--- config.mk ---
export PLATFORM = sky130hd
export DESIGN_NAME = inf_monitor
export DESIGN_NICKNAME = d
export VERILOG_FILES = /design/src/common/inf_pkg.sv /design/src/hw/inf_monitor.sv /design/src/hw/inf_clk_div.sv /design/src/hw/inf_hs_delay.sv
export SDC_FILE = /design/constraint.sdc
export NUM_CORES = 2
export LEC_CHECK = 0
export BUFFER_PORTS_ARGS = -buffer_cell sky130_fd_sc_hd__buf_2
export CELL_PAD_IN_SITES_DETAIL_PLACEMENT = 1
export CELL_PAD_IN_SITES_GLOBAL_PLACEMENT = 1
export CORE_ASPECT_RATIO = 0.5
export CORE_UTILIZATION = 45
export CTS_BUF_LIST = sky130_fd_sc_hd__clkbuf_2 sky130_fd_sc_hd__clkbuf_4 sky130_fd_sc_hd__clkbuf_8
export DETAILED_ROUTE_END_ITERATION = 10
export PLACE_DENSITY_LB_ADDON = 0.1
export SLEW_MARGIN = 0
export SYNTH_ARGS = -nofsm -noshare
export SYNTH_HDL_FRONTEND = slang
export SYNTH_HIERARCHICAL = 1
export SYNTH_SLANG_ARGS = --single-unit
--- constraint.sdc ---
create_clock -name core_clk -period 22.6 [get_ports core_clk]
set_clock_uncertainty 0.15 [all_clocks]
set_input_delay 3.39 -clock core_clk [delete_from_list [all_inputs] [get_ports core_clk]]
set_output_delay 3.39 -clock core_clk [all_outputs]
set_load 0.01 [all_outputs]
--- src/common/inf_pkg.sv ---
// Constants, register map and carrier types of the input format monitor.
// Assumes one core clock; every other rate arrives as a one-cycle enable.
package inf_pkg;
    // ----------------------------------------
    // Widths
    // ----------------------------------------
    localparam int ADDR_W = 8;
    localparam int DATA_W = 32;
    localparam int CW = 16;
    localparam int PIX_W = 8;
    localparam int MCLK_DIV = 4;
    localparam int DIV_W = 2;
    localparam int DLY_DEPTH = 32;
    localparam int DLY_W = 5;
    localparam int FSEL_W = 3;
    localparam int FLD_N = 8;
    // ----------------------------------------
    // Register offsets
    // ----------------------------------------
    localparam logic [ADDR_W-1:0] A_CTRL = 8'h00;
    localparam logic [ADDR_W-1:0] A_HDLY = 8'h04;
    localparam logic [ADDR_W-1:0] A_MLINE = 8'h08;
    localparam logic [ADDR_W-1:0] A_CHG = 8'h0c;
    localparam logic [ADDR_W-1:0] A_WDOG = 8'h10;
    localparam logic [ADDR_W-1:0] A_FWIN = 8'h14;
    localparam logic [ADDR_W-1:0] A_STAT = 8'h18;
    localparam logic [ADDR_W-1:0] A_HRES = 8'h1c;
    localparam logic [ADDR_W-1:0] A_VRES = 8'h20;
    localparam logic [ADDR_W-1:0] A_ACTH = 8'h24;
    localparam logic [ADDR_W-1:0] A_ACTV = 8'h28;
    localparam logic [ADDR_W-1:0] A_PHASE = 8'h2c;
    localparam logic [ADDR_W-1:0] A_BNDH = 8'h30;
    localparam logic [ADDR_W-1:0] A_BNDV = 8'h34;
    localparam logic [ADDR_W-1:0] A_BAL = 8'h38;
    // ----------------------------------------
    // Fields and reset values
    // ----------------------------------------
    localparam int CTRL_RUN = 0;
    localparam int CTRL_URST = 1;
    localparam int CTRL_CSEL = 2;
    localparam int CTRL_SWAP = 3;
    localparam int CTRL_DLY = 4;
    localparam int ST_HCHG = 0;
    localparam int ST_VCHG = 1;
    localparam int ST_HWD = 2;
    localparam int ST_VWD = 3;
    localparam int ST_N = 4;
    localparam int RD_ODD = 4;
    localparam int RD_ARMED = 5;
    localparam int FWIN_S = 0;
    localparam int FWIN_E = 4;
    localparam logic [DATA_W-1:0] CTRL_RST = 32'h0000_0002;
    localparam logic [DATA_W-1:0] MLINE_RST = 32'h0000_0010;
    localparam logic [DATA_W-1:0] CHG_RST = 32'h0004_0004;
    localparam logic [DATA_W-1:0] WDOG_RST = 32'h0800_ffff;
    localparam logic [DATA_W-1:0] FWIN_RST = 32'h0000_0030;
    localparam logic [DATA_W-1:0] ACT_RST = 32'hffff_0000;
    localparam logic [PIX_W-1:0] BND_LEVEL = 8'h20;
    localparam logic [CW-1:0] FLD_PTS [FLD_N] = '{16'h0000, 16'h0004, 16'h0008,
        16'h0010, 16'h0020, 16'h0040, 16'h0080, 16'h0100};
    // ----------------------------------------
    // Carriers
    // ----------------------------------------
    typedef struct packed {
        logic [CW-1:0] h_per;
        logic [CW-1:0] h_wid;
        logic [CW-1:0] v_per;
        logic [CW-1:0] v_wid;
    } inf_timing_t;
endpackage

--- src/hw/inf_monitor.sv ---
// Input format monitor: sync timing, format change, watchdog, field and pixel stats.
// Assumes sync pins and pixel data are synchronous to core_clk.
//
// Contract
// - Own unit reset bit disables measurement.
// - Runs regardless of chip power-down state.
// - Horizontal counts use selected measurement clock.
// - Internal syncs default to pin syncs.
// - Horizontal sync delayed by programmed input clocks.
// - Sync delay only on converter input path.
// - Vertical sync clears, horizontal sync advances lines.
// - Measure horizontal period and high pulse width.
// - Horizontal measure on one programmed line.
// - Vertical period and width in line edges.
// - Measure between rising vertical syncs, repeating.
// - Threshold compare to previous sets change bits.
// - Horizontal period watchdog sets status bit.
// - Vertical period watchdog sets separate bit.
// - Odd field when vertical edge in window; code flags it only on the converter path, else holds even.
// - Option swaps odd and even fields.
// - Window points chosen from fixed table.
// - Phase quality summed over active window.
// - Image boundary measured for centring.
// - Pixel minimum and maximum for balance.
//
// The address map and strobed register access are this design's own decisions.
`timescale 1ns/1ps
`default_nettype none
module inf_monitor
    import inf_pkg::*;
(
    input wire logic core_clk,
    input wire logic rst,
    input wire logic [ADDR_W-1:0] reg_addr,
    input wire logic [DATA_W-1:0] reg_wdata,
    input wire logic reg_wr,
    input wire logic reg_rd,
    output logic [DATA_W-1:0] reg_rdata,
    input wire logic hsync_pin,
    input wire logic vsync_pin,
    input wire logic adc_path,
    input wire logic xtal_tick,
    input wire logic synth_tick,
    input wire logic pix_en,
    input wire logic [PIX_W-1:0] pix_data,
    output logic field_odd,
    output logic unit_active
);
    // ----------------------------------------
    // Declarations
    // ----------------------------------------
    logic [DATA_W-1:0] ctrl, hdly, mline, chg_thr, wd_thr, fwin, act_h, act_v;
    logic [ST_N-1:0] status, st_set, st_clr;
    logic act, meas_en, hs_int, vs_int, hs_q, vs_q;
    logic hs_rise, hs_fall, vs_rise, vs_fall, commit, armed, have_res;
    logic [CW-1:0] line_cnt, hcnt, vw_cnt, px;
    logic [CW-1:0] cur_h_per, cur_h_wid, cur_v_wid, fld_s, fld_e;
    inf_timing_t res;
    logic [PIX_W-1:0] prev_pix, pdiff, bal_min, bal_max, r_bal_min, r_bal_max;
    logic [DATA_W-1:0] phase_acc, r_phase;
    logic [CW-1:0] bx_min, bx_max, by_min, by_max;
    logic [CW-1:0] r_bx_min, r_bx_max, r_by_min, r_by_max;
    logic in_win, bright;
    logic [DATA_W-1:0] next_rdata;

    // The power-down state of the rest of the chip is not an input: the
    // unit is gated only by its own run and reset bits.
    assign act = ctrl[CTRL_RUN] & ~ctrl[CTRL_URST];
    assign unit_active = act;

    // ----------------------------------------
    // Sync front end
    // ----------------------------------------
    inf_clk_div u_div (
        .core_clk(core_clk),
        .rst(rst),
        .xtal_tick(xtal_tick),
        .synth_tick(synth_tick),
        .sel_synth(ctrl[CTRL_CSEL]),
        .meas_en(meas_en)
    );

    inf_hs_delay u_dly (
        .core_clk(core_clk),
        .rst(rst),
        .pix_en(pix_en),
        .hs_in(hsync_pin),
        .dly_on(ctrl[CTRL_DLY] & adc_path),
        .dly(hdly[DLY_W-1:0]),
        .hs_out(hs_int)
    );

    always_ff @(posedge core_clk or posedge rst)
    begin
        if (rst)
        begin
            vs_int <= 1'b0;
            hs_q <= 1'b0;
            vs_q <= 1'b0;
        end
        else
        begin
            vs_int <= vsync_pin;
            hs_q <= hs_int;
            vs_q <= vs_int;
        end
    end

    assign hs_rise = hs_int & ~hs_q;
    assign hs_fall = ~hs_int & hs_q;
    assign vs_rise = vs_int & ~vs_q;
    assign vs_fall = ~vs_int & vs_q;
    assign commit = act & vs_rise & armed;

    // ----------------------------------------
    // Counters
    // ----------------------------------------
    always_ff @(posedge core_clk or posedge rst)
    begin
        if (rst)
            armed <= 1'b0;
        else if (!act)
            armed <= 1'b0;
        else if (vs_rise)
            armed <= 1'b1;
    end

    // A clear and an advance in one cycle leave the count at zero.
    always_ff @(posedge core_clk or posedge rst)
    begin
        if (rst)
            line_cnt <= '0;
        else if (!act || vs_rise)
            line_cnt <= '0;
        else if (hs_rise)
            line_cnt <= line_cnt + 1'b1;
    end

    // Saturates so that a dead sync keeps the watchdog tripped every cycle.
    // The tick that meets the sync edge counts, so N ticks per line read as N.
    always_ff @(posedge core_clk or posedge rst)
    begin
        if (rst)
            hcnt <= '0;
        else if (!act)
            hcnt <= '0;
        else if (hs_rise)
            hcnt <= CW'(meas_en);
        else if (meas_en && hcnt != '1)
            hcnt <= hcnt + 1'b1;
    end

    always_ff @(posedge core_clk or posedge rst)
    begin
        if (rst)
            vw_cnt <= '0;
        else if (!act || vs_rise)
            vw_cnt <= '0;
        else if (hs_rise && vs_int)
            vw_cnt <= vw_cnt + 1'b1;
    end

    // ----------------------------------------
    // Timing capture
    // ----------------------------------------
    always_ff @(posedge core_clk or posedge rst)
    begin
        if (rst)
        begin
            cur_h_per <= '0;
            cur_h_wid <= '0;
            cur_v_wid <= '0;
        end
        else if (act)
        begin
            if (hs_rise && line_cnt == mline[CW-1:0])
                cur_h_per <= hcnt;
            if (hs_fall && line_cnt == mline[CW-1:0])
                cur_h_wid <= hcnt;
            if (vs_fall)
                cur_v_wid <= vw_cnt;
        end
    end

    always_ff @(posedge core_clk or posedge rst)
    begin
        if (rst)
        begin
            res <= '0;
            have_res <= 1'b0;
        end
        else if (commit)
        begin
            res <= '{h_per: cur_h_per, h_wid: cur_h_wid,
                     v_per: line_cnt, v_wid: cur_v_wid};
            have_res <= 1'b1;
        end
    end

    function automatic logic [CW-1:0] absd(input logic [CW-1:0] a, input logic [CW-1:0] b);
        absd = (a >= b) ? a - b : b - a;
    endfunction

    // ----------------------------------------
    // Status
    // ----------------------------------------
    always_comb
    begin
        st_set = '0;
        st_set[ST_HCHG] = commit && have_res &&
            absd(cur_h_per, res.h_per) > chg_thr[CW-1:0];
        st_set[ST_VCHG] = commit && have_res &&
            absd(line_cnt, res.v_per) > chg_thr[DATA_W-1:CW];
        st_set[ST_HWD] = act && hcnt > wd_thr[CW-1:0];
        st_set[ST_VWD] = act && line_cnt > wd_thr[DATA_W-1:CW];
        st_clr = (reg_wr && reg_addr == A_STAT) ? reg_wdata[ST_N-1:0] : '0;
    end

    // Write one to clear; a new event in the clearing cycle wins.
    always_ff @(posedge core_clk or posedge rst)
    begin
        if (rst)
            status <= '0;
        else
            status <= (status & ~st_clr) | st_set;
    end

    // ----------------------------------------
    // Field detection
    // ----------------------------------------
    assign fld_s = FLD_PTS[fwin[FWIN_S +: FSEL_W]];
    assign fld_e = FLD_PTS[fwin[FWIN_E +: FSEL_W]];

    always_ff @(posedge core_clk or posedge rst)
    begin
        if (rst)
            field_odd <= 1'b0;
        else if (!act || !adc_path)
            field_odd <= 1'b0;
        else if (vs_rise)
            field_odd <= (hcnt >= fld_s && hcnt <= fld_e) ^ ctrl[CTRL_SWAP];
    end

    // ----------------------------------------
    // Pixel measurement
    // ----------------------------------------
    always_ff @(posedge core_clk or posedge rst)
    begin
        if (rst)
            px <= '0;
        else if (!act || hs_rise)
            px <= '0;
        else if (pix_en && px != '1)
            px <= px + 1'b1;
    end

    assign in_win = pix_en && px >= act_h[CW-1:0] && px <= act_h[DATA_W-1:CW] &&
        line_cnt >= act_v[CW-1:0] && line_cnt <= act_v[DATA_W-1:CW];
    assign bright = pix_data > BND_LEVEL;
    assign pdiff = (pix_data >= prev_pix) ? pix_data - prev_pix : prev_pix - pix_data;

    always_ff @(posedge core_clk or posedge rst)
    begin
        if (rst)
            prev_pix <= '0;
        else if (pix_en)
            prev_pix <= pix_data;
    end

    always_ff @(posedge core_clk or posedge rst)
    begin
        if (rst)
        begin
            phase_acc <= '0;
            bal_min <= '1;
            bal_max <= '0;
        end
        else if (!act || vs_rise)
        begin
            phase_acc <= '0;
            bal_min <= '1;
            bal_max <= '0;
        end
        else if (in_win)
        begin
            phase_acc <= phase_acc + DATA_W'(pdiff);
            if (pix_data < bal_min)
                bal_min <= pix_data;
            if (pix_data > bal_max)
                bal_max <= pix_data;
        end
    end

    always_ff @(posedge core_clk or posedge rst)
    begin
        if (rst)
        begin
            bx_min <= '1;
            bx_max <= '0;
            by_min <= '1;
            by_max <= '0;
        end
        else if (!act || vs_rise)
        begin
            bx_min <= '1;
            bx_max <= '0;
            by_min <= '1;
            by_max <= '0;
        end
        else if (pix_en && bright)
        begin
            if (px < bx_min)
                bx_min <= px;
            if (px > bx_max)
                bx_max <= px;
            if (line_cnt < by_min)
                by_min <= line_cnt;
            if (line_cnt > by_max)
                by_max <= line_cnt;
        end
    end

    always_ff @(posedge core_clk or posedge rst)
    begin
        if (rst)
        begin
            r_phase <= '0;
            r_bal_min <= '0;
            r_bal_max <= '0;
            r_bx_min <= '0;
            r_bx_max <= '0;
            r_by_min <= '0;
            r_by_max <= '0;
        end
        else if (commit)
        begin
            r_phase <= phase_acc;
            r_bal_min <= bal_min;
            r_bal_max <= bal_max;
            r_bx_min <= bx_min;
            r_bx_max <= bx_max;
            r_by_min <= by_min;
            r_by_max <= by_max;
        end
    end

    // ----------------------------------------
    // Register port
    // ----------------------------------------
    always_ff @(posedge core_clk or posedge rst)
    begin
        if (rst)
        begin
            ctrl <= CTRL_RST;
            hdly <= '0;
            mline <= MLINE_RST;
            chg_thr <= CHG_RST;
            wd_thr <= WDOG_RST;
            fwin <= FWIN_RST;
            act_h <= ACT_RST;
            act_v <= ACT_RST;
        end
        else if (reg_wr)
        begin
            unique case (reg_addr)
                A_CTRL: ctrl <= reg_wdata;
                A_HDLY: hdly <= reg_wdata;
                A_MLINE: mline <= reg_wdata;
                A_CHG: chg_thr <= reg_wdata;
                A_WDOG: wd_thr <= reg_wdata;
                A_FWIN: fwin <= reg_wdata;
                A_ACTH: act_h <= reg_wdata;
                A_ACTV: act_v <= reg_wdata;
                default: ;
            endcase
        end
    end

    always_comb
    begin
        next_rdata = '0;
        unique case (reg_addr)
            A_CTRL: next_rdata = ctrl;
            A_HDLY: next_rdata = hdly;
            A_MLINE: next_rdata = mline;
            A_CHG: next_rdata = chg_thr;
            A_WDOG: next_rdata = wd_thr;
            A_FWIN: next_rdata = fwin;
            A_ACTH: next_rdata = act_h;
            A_ACTV: next_rdata = act_v;
            A_STAT:
            begin
                next_rdata[ST_N-1:0] = status;
                next_rdata[RD_ODD] = field_odd;
                next_rdata[RD_ARMED] = armed;
            end
            A_HRES: next_rdata = {res.h_wid, res.h_per};
            A_VRES: next_rdata = {res.v_wid, res.v_per};
            A_PHASE: next_rdata = r_phase;
            A_BNDH: next_rdata = {r_bx_max, r_bx_min};
            A_BNDV: next_rdata = {r_by_max, r_by_min};
            A_BAL: next_rdata = {{(DATA_W - 2 * PIX_W){1'b0}}, r_bal_max, r_bal_min};
            default: next_rdata = '0;
        endcase
    end

    always_ff @(posedge core_clk or posedge rst)
    begin
        if (rst)
            reg_rdata <= '0;
        else
            reg_rdata <= reg_rd ? next_rdata : '0;
    end
endmodule
`default_nettype wire

--- src/hw/inf_clk_div.sv ---
// Measurement clock enable: crystal tick or synthesized tick divided down.
// Assumes both ticks are one-cycle pulses in the core clock domain.
`timescale 1ns/1ps
`default_nettype none
module inf_clk_div
    import inf_pkg::*;
(
    input wire logic core_clk,
    input wire logic rst,
    input wire logic xtal_tick,
    input wire logic synth_tick,
    input wire logic sel_synth,
    output logic meas_en
);
    logic [DIV_W-1:0] cnt;
    logic synth_en;

    assign synth_en = synth_tick && (cnt == DIV_W'(MCLK_DIV - 1));

    always_ff @(posedge core_clk or posedge rst)
    begin
        if (rst)
            cnt <= '0;
        else if (synth_tick)
            cnt <= cnt + 1'b1;
    end

    always_ff @(posedge core_clk or posedge rst)
    begin
        if (rst)
            meas_en <= 1'b0;
        else
            meas_en <= sel_synth ? synth_en : xtal_tick;
    end
endmodule
`default_nettype wire

--- src/hw/inf_hs_delay.sv ---
// Programmable delay of the horizontal sync in input clock ticks.
// Assumes pix_en marks one input clock and hs_in is synchronous to core_clk.
`timescale 1ns/1ps
`default_nettype none
module inf_hs_delay
    import inf_pkg::*;
(
    input wire logic core_clk,
    input wire logic rst,
    input wire logic pix_en,
    input wire logic hs_in,
    input wire logic dly_on,
    input wire logic [DLY_W-1:0] dly,
    output logic hs_out
);
    logic [DLY_DEPTH-1:0] taps;

    always_ff @(posedge core_clk or posedge rst)
    begin
        if (rst)
            taps <= '0;
        else if (pix_en)
            taps <= {taps[DLY_DEPTH-2:0], hs_in};
    end

    // Pass-through keeps one register; the tap path lags it by dly plus one input clock.
    always_ff @(posedge core_clk or posedge rst)
    begin
        if (rst)
            hs_out <= 1'b0;
        else
            hs_out <= dly_on ? taps[dly] : hs_in;
    end
endmodule
`default_nettype wire

**Word-level counts from Yosys, hierarchy flattened**

Memories as Yosys holds them, arrays and structs flattened.
Index checks and enable logic that the tools add are counted.

- Muxes and demuxes: 48
- Multiply operators: 0
- $lt $le $gt $ge: 23
- Add/subtract/negate cells: 12
- Equal/unequal tests: 20
- Bitwise logic cells: 19
- Shift-type cells: 0
- Div/mod/pow operators: 0
- Reductions and logical operators: 53

Operators with widths:

| cell | count |
|---|---|
| two-way mux 16 bit | 27 |
| one-hot mux 26 bit (14 select lines) | 1 |
| > comparator 16 bit | 6 |
| two-way mux 32 bit | 3 |
| one-hot mux 6 bit (15 select lines) | 1 |
| >= comparator 16 bit | 5 |
| adder 16 x 1 -> 16 bit, second input constant | 4 |
| subtractor 16 bit | 4 |
| equality test 8 x 6 -> 1 bit, second input constant | 7 |
| two-way mux 8 bit | 7 |
| <= comparator 16 bit | 3 |
| AND reduction 2 bit | 17 |
| adder 32 x 8 -> 32 bit | 1 |
| equality test 8 x 5 -> 1 bit, second input constant | 4 |
| less-than comparator 16 bit | 2 |
| != test 16 bit, second input constant | 2 |
| nonzero test 2 bit | 12 |
| logical AND 1 bit | 18 |
| equality test 16 bit | 1 |
| equality test 8 x 4 -> 1 bit, second input constant | 2 |
| subtractor 8 bit | 2 |
| AND 1 bit | 8 |
| equality test 8 x 3 -> 1 bit, second input constant | 1 |
| >= comparator 4 bit, second input constant | 2 |
| other kinds (21) | 35 |

- Bits in latches: 0
- Input port bits: 58
- Bits in read-only memories: 256
- Register bits: 742
- Word-level logic and storage cells: 223
- Memory bits (writable): 0
- Output and inout port bits: 34
- Memories kept: 2

Memory list:

| memory | words | bits a word | read ports | clocked after Yosys merged registers in | write ports | line | text |
|---|---|---|---|---|---|---|---|
| (no name shown) | 8 | 16 | 1 | 0 | 0 | inf_monitor.sv:232 | `assign fld_e = FLD_PTS[fwin[FWIN_E +: FSEL_W]];` |
| (no name shown) | 8 | 16 | 1 | 0 | 0 | inf_monitor.sv:231 | `assign fld_s = FLD_PTS[fwin[FWIN_S +: FSEL_W]];` |

**Longest topological paths before layout**

- Word-level depth: 9
- Gate-level depth with buffers: 21
- Gate-level depth less buffers: 20

**Hierarchy**

Netlist, hierarchy kept.

Modules (own cells, without submodules):

| module | instances | area each (um^2) | cells an instance | seq. area each (um^2) |
|---|---|---|---|---|
| inf_monitor | 1 | 39125.0 | 3886 | 17785.8 |
| inf_hs_delay | 1 | 1540.2 | 112 | 825.8 |
| inf_clk_div | 1 | 128.9 | 10 | 75.1 |

**Worst setup path before layout**

No wires, ideal clock.

- Path kind: input port to flip-flop
- From: input pix_data[0]
- To: register phase_acc[17]
- Path buffers: 1
- Stages: 20
- Data required time: 22.372 ns
- Path slack: 14.679 ns
- Setup time: 0.078 ns
- Arrival: 7.693 ns
- Path through: inv_1 > ha_1 > inv_1 > fa_1 > a21o_1 > a2111oi_1 > o31a_1 > buf_2 > mux2_1 > a211oi_2 > o21ai_0 > a21oi_1 > xnor2_1 > ha_1 > o21ai_0 > nor2_1 > o21ai_1 > or4_1 > or3_1 > a21oi_1

- Word-level cells in the longest chain between the ends: 5
- Elaborated cells on any way between the ends: 7
- Classes of those cells: add/sub: 3; order compare: 1; mux: 3

Ends and longest elaborated chain:

| element | line | text |
|---|---|---|
| start, declared | inf_monitor.sv:45 | `input wire logic [PIX_W-1:0] pix_data,` |
| subtractor 8 bit / >= comparator 8 bit (equally long branches) | inf_monitor.sv:260 | `assign pdiff = (pix_data >= prev_pix) ? pix_data - prev_pix : prev_pix - pix_data;` |
| two-way mux 8 bit (*) | inf_monitor.sv:260 |  |
| adder 32 x 8 -> 32 bit (*) | inf_monitor.sv:286 | `phase_acc <= phase_acc + DATA_W'(pdiff);` |
| two-way mux 32 bit (*) | inf_monitor.sv:284 | `else if (in_win)` |
| two-way mux 32 bit (*) | inf_monitor.sv:278 | `else if (!act \|\| vs_rise)` |
| end signal, assigned | inf_monitor.sv:286 |  |
| end, declared | inf_monitor.sv:60 | `logic [DATA_W-1:0] phase_acc, r_phase;` |

Mark *: on every way between the ends. The rest lies on a longest branch, timed or not. The select of a mux whose other input is x is not followed.
A chain may end at the register's enable or synchronous reset.

**Final worst setup path**

- From: input pix_data[0]
- To: register phase_acc[26]

Same word-level chain as after synthesis.

==> results.txt <==
sequential fraction of the synthesis area = 45.81%
startpoint type of the worst setup path = primary input
CTS Buf Count = 110
ratio of cells with drive above 1 in the final layout = 20.38%
post-synthesis adder-cell area fraction = 9.852%
total routing usage reported by global routing = 33.62%
largest register by flop count = res
top flip-flop cell by instance count after synthesis = sky130_fd_sc_hd__dfrtp_1
Chip Height = 214.9 um
top layer reached by signal wires = met5
footprint of the flip-flops and latches = 0.01869 mm2
TritonCTS clock tree = built
clock network fraction of total power = 43.0%
Hold Worst Slack = 0.3221 ns
overall routed net length = 153.7 mm
count of final hold-check violations = 0
CTS HTree Levels = 3
vias after detailed routing = 32.95k
proportion of power drawn by flip-flops and latches = 47.9%
instance area at placement = 0.04268 mm2
maxcap violations = 0
Setup Crit Path Kind = primary input to register
met1 routed wirelength after detailed routing = 71.57 mm
combinational family with the most area after synthesis = compound AO/OA/AOI/OAI gates
via density per instance = 6.144
switching power = 0.0008007 W
HPWL after DPL = 111.2 mm
Post-CTS Repair Setup Buffers = 0
PD cells = 65.91 mW/mm2
Max IR drop VDD = 0.00004043 V
global route total overflow = 0
Synth Warn # = 6
Data arrival, critical path = 8.99 ns
cell type with the largest total area after synthesis = sky130_fd_sc_hd__dfrtp_1
Critical Path Sink Type = register
Die Wd = 427.8 um
Synth Cell Area = 0.04079 mm2
post-synthesis cell count = 4008
Slew Viols, Final = 0
Setup TNS = 0 ns
signed area change from the synthesized netlist to the final layout = 10.88%
number of nets still failing antenna checks after routing = 0
post-synthesis xor/xnor area fraction = 2.448%
post-route fraction of the period consumed by the critical path = 37.27%
required time worst endpoint = 23.16 ns
Clk pin slew, worst setup/hold paths = 0.07 ns
CTS max path bufs = 3
Final #Nets = 4455
Power Internal = 0.002180 W
CTS Root Cell = sky130_fd_sc_hd__clkbuf_8
final weighted congestion in routability-driven placement = 0.9560
max reg flops = 64
number of global-route vias before repair = 33.87k
cell area after layout = 0.04523 mm2
combinational power share = 9.1%
drt drc = 0
minimum clock period after layout = 8.424 ns
number of core rows = 77
clock latency of the later-clocked register in the worst-skew pair = 0.84 ns
maximum fanout along the worst path = 11
Final Setup Violations = 0
antenna violations before repair = 15
boundary pin count = 92
core footprint = 0.08902 mm2
total of hold buffers inserted after clock tree synthesis = 0
drt pass-1 iters = 7
Slew @ Worst Pin = 1.213 ns
clock tree sinks = 742
Filler Cells Inserted = 9832
result of the run = completed
WL/cell = 28.66 um
footprint of the multi-input gates = 0.02032 mm2
number of port buffers = 91
fraction of synthesis flops using an asynchronous set or reset pin = 100.0%
Compound-Gate Fraction of Synth Area = 14.40%
classification of the worst-slack hold path = register to register
WL met3 = 11.93 mm
Synth top area share = 39.69%
maximum number of pins on one net before global-route repair = 150
Util after Layout = 50.81%
number of violations reported at the end of detailed-routing iteration 0 = 3066
first-pass GRT wire length = 229.3 mm
proportion of synthesized area in mux cells = 11.12%
Synthesized Nets = 4383
Post-Syn Area per Cell = 10.18 um2
ranking of synthesized cells by area = sky130_fd_sc_hd__dfrtp_1, sky130_fd_sc_hd__ha_1, sky130_fd_sc_hd__mux2_2
switching share of power = 26.86%
upper clock frequency limit = 118.7 MHz
count of different cell masters after synthesis = 82
Synth Register Bits = 742
leakage = 21.31 nW
RSZ-0062 raised after global routing = no
# resized after CTS = 0
share of synthesized cell area in and, or, nand and nor gates = 11.50%
met2 routed WL = 65.10 mm
number of enable flip-flop cells after synthesis = 0
initial core utilization = 45.83%
area of the die = 0.09193 mm2
relative max-transition margin = 19.02%
stage by stage:
| step | power (W) | setup WS [ns] | cells |
|---|---|---|---|
| floorplan | 0.001619 | 9.472 | 4008 |
| global placement | 0.001712 | 13.47 | 5153 |
| detailed placement | 0.001723 | 13.37 | 5153 |
| CTS | 0.003000 | 14.25 | 5361 |
| global route | 0.003090 | 13.79 | 5362 |
| finish | 0.002981 | 14.18 | 5363 |
kinds of logic after synthesis:
group	after synthesis
simple gates	1031
compound gates	874
flops	742
buf+inv	518
mux	412
fa+ha+maj	317
xor+xnor	114
critical path, stage by stage:
cell	delay (ns)
sky130_fd_sc_hd__buf_2	0.13
sky130_fd_sc_hd__inv_1	0.15
sky130_fd_sc_hd__ha_1	0.20
sky130_fd_sc_hd__inv_1	0.06
sky130_fd_sc_hd__fa_1	0.38
sky130_fd_sc_hd__a21o_1	0.21
sky130_fd_sc_hd__a2111oi_1	0.56
sky130_fd_sc_hd__o31a_1	0.53
sky130_fd_sc_hd__mux2_1	0.38
sky130_fd_sc_hd__a211oi_2	0.33
sky130_fd_sc_hd__xnor2_1	0.12
sky130_fd_sc_hd__ha_1	0.35
sky130_fd_sc_hd__o21ai_0	0.13
sky130_fd_sc_hd__a21boi_0	0.26
sky130_fd_sc_hd__o21a_1	0.17
sky130_fd_sc_hd__o21ai_0	0.31
sky130_fd_sc_hd__nor4_2	0.90
sky130_fd_sc_hd__a21oi_1	0.15
sky130_fd_sc_hd__a31o_2	0.26
area by class of cell:
cell class,count,area share (%)
multi-input cells,2748,44.93
flip-flops and latches,742,41.31
clock buffers,187,5.206
well taps,1185,3.278
inverters,321,2.672
repair buffers,157,2.158
clock inverters,21,0.4343
diodes,2,0.01106
power groups by stage:
stage	Clock (W)	Combinational, W	Sequential, W
after global placement	0	0.000264	0.00145
after floorplan	0	0.000184	0.00143
after global routing	0.00136	0.000299	0.00143
final	0.00128	0.000272	0.00143
after CTS	0.00130	0.000273	0.00143
after detailed placement	0	0.000272	0.00145
path summary, 6_finish.rpt:
path	startpoint	to	slack, ns	cells past startpoint
worst max-delay path	pix_data[0]	phase_acc[26]	14.18	19
worst min-delay path	have_res	have_res	0.32	1
worst max register to register	prev_pix[0]	phase_acc[26]	16.69	17
worst min register to register	have_res	have_res	0.32	1
max in group asynchronous	rst	r_phase[27]	17.68	4
min in group asynchronous	rst	u_div/cnt[0]	2.31	2
per-layer routing:
layer  GRT usage [%]  up-vias
li1                -    14357
met1           49.82    17171
met2           49.31     1167
met3           5.981      248
met4           11.41        8
met5               0        -
cell usage after synthesis (71+ instances only):
| cell type | n |
|---|---|
| sky130_fd_sc_hd__nor2_1 | 205 |
| sky130_fd_sc_hd__clkbuf_1 | 147 |
| sky130_fd_sc_hd__nand2_1 | 494 |
| sky130_fd_sc_hd__inv_1 | 321 |
| sky130_fd_sc_hd__ha_1 | 310 |
| sky130_fd_sc_hd__xnor2_1 | 71 |
| sky130_fd_sc_hd__dfrtp_1 | 647 |
| sky130_fd_sc_hd__a21o_1 | 74 |
| sky130_fd_sc_hd__a21oi_1 | 163 |
| sky130_fd_sc_hd__mux2_2 | 324 |
| sky130_fd_sc_hd__dfstp_2 | 95 |
| sky130_fd_sc_hd__o21ai_0 | 233 |
| sky130_fd_sc_hd__mux2i_1 | 84 |
cells in the final DEF, fill, tap and decap left out, types with 84 or more instances in the layout:
master                     netlist  routed
sky130_fd_sc_hd__a21oi_1       163     162
sky130_fd_sc_hd__buf_2          11      91
sky130_fd_sc_hd__clkbuf_8        0     152
sky130_fd_sc_hd__dfrtp_1       647     647
sky130_fd_sc_hd__dfstp_2        95      95
sky130_fd_sc_hd__ha_1          310     310
sky130_fd_sc_hd__inv_1         321     320
sky130_fd_sc_hd__mux2_2        324     324
sky130_fd_sc_hd__mux2i_1        84      84
sky130_fd_sc_hd__nand2_1       494     486
sky130_fd_sc_hd__nor2_1        205     190
sky130_fd_sc_hd__o21ai_0       233     233
Note: power is estimated with default switching activity, not from simulation.
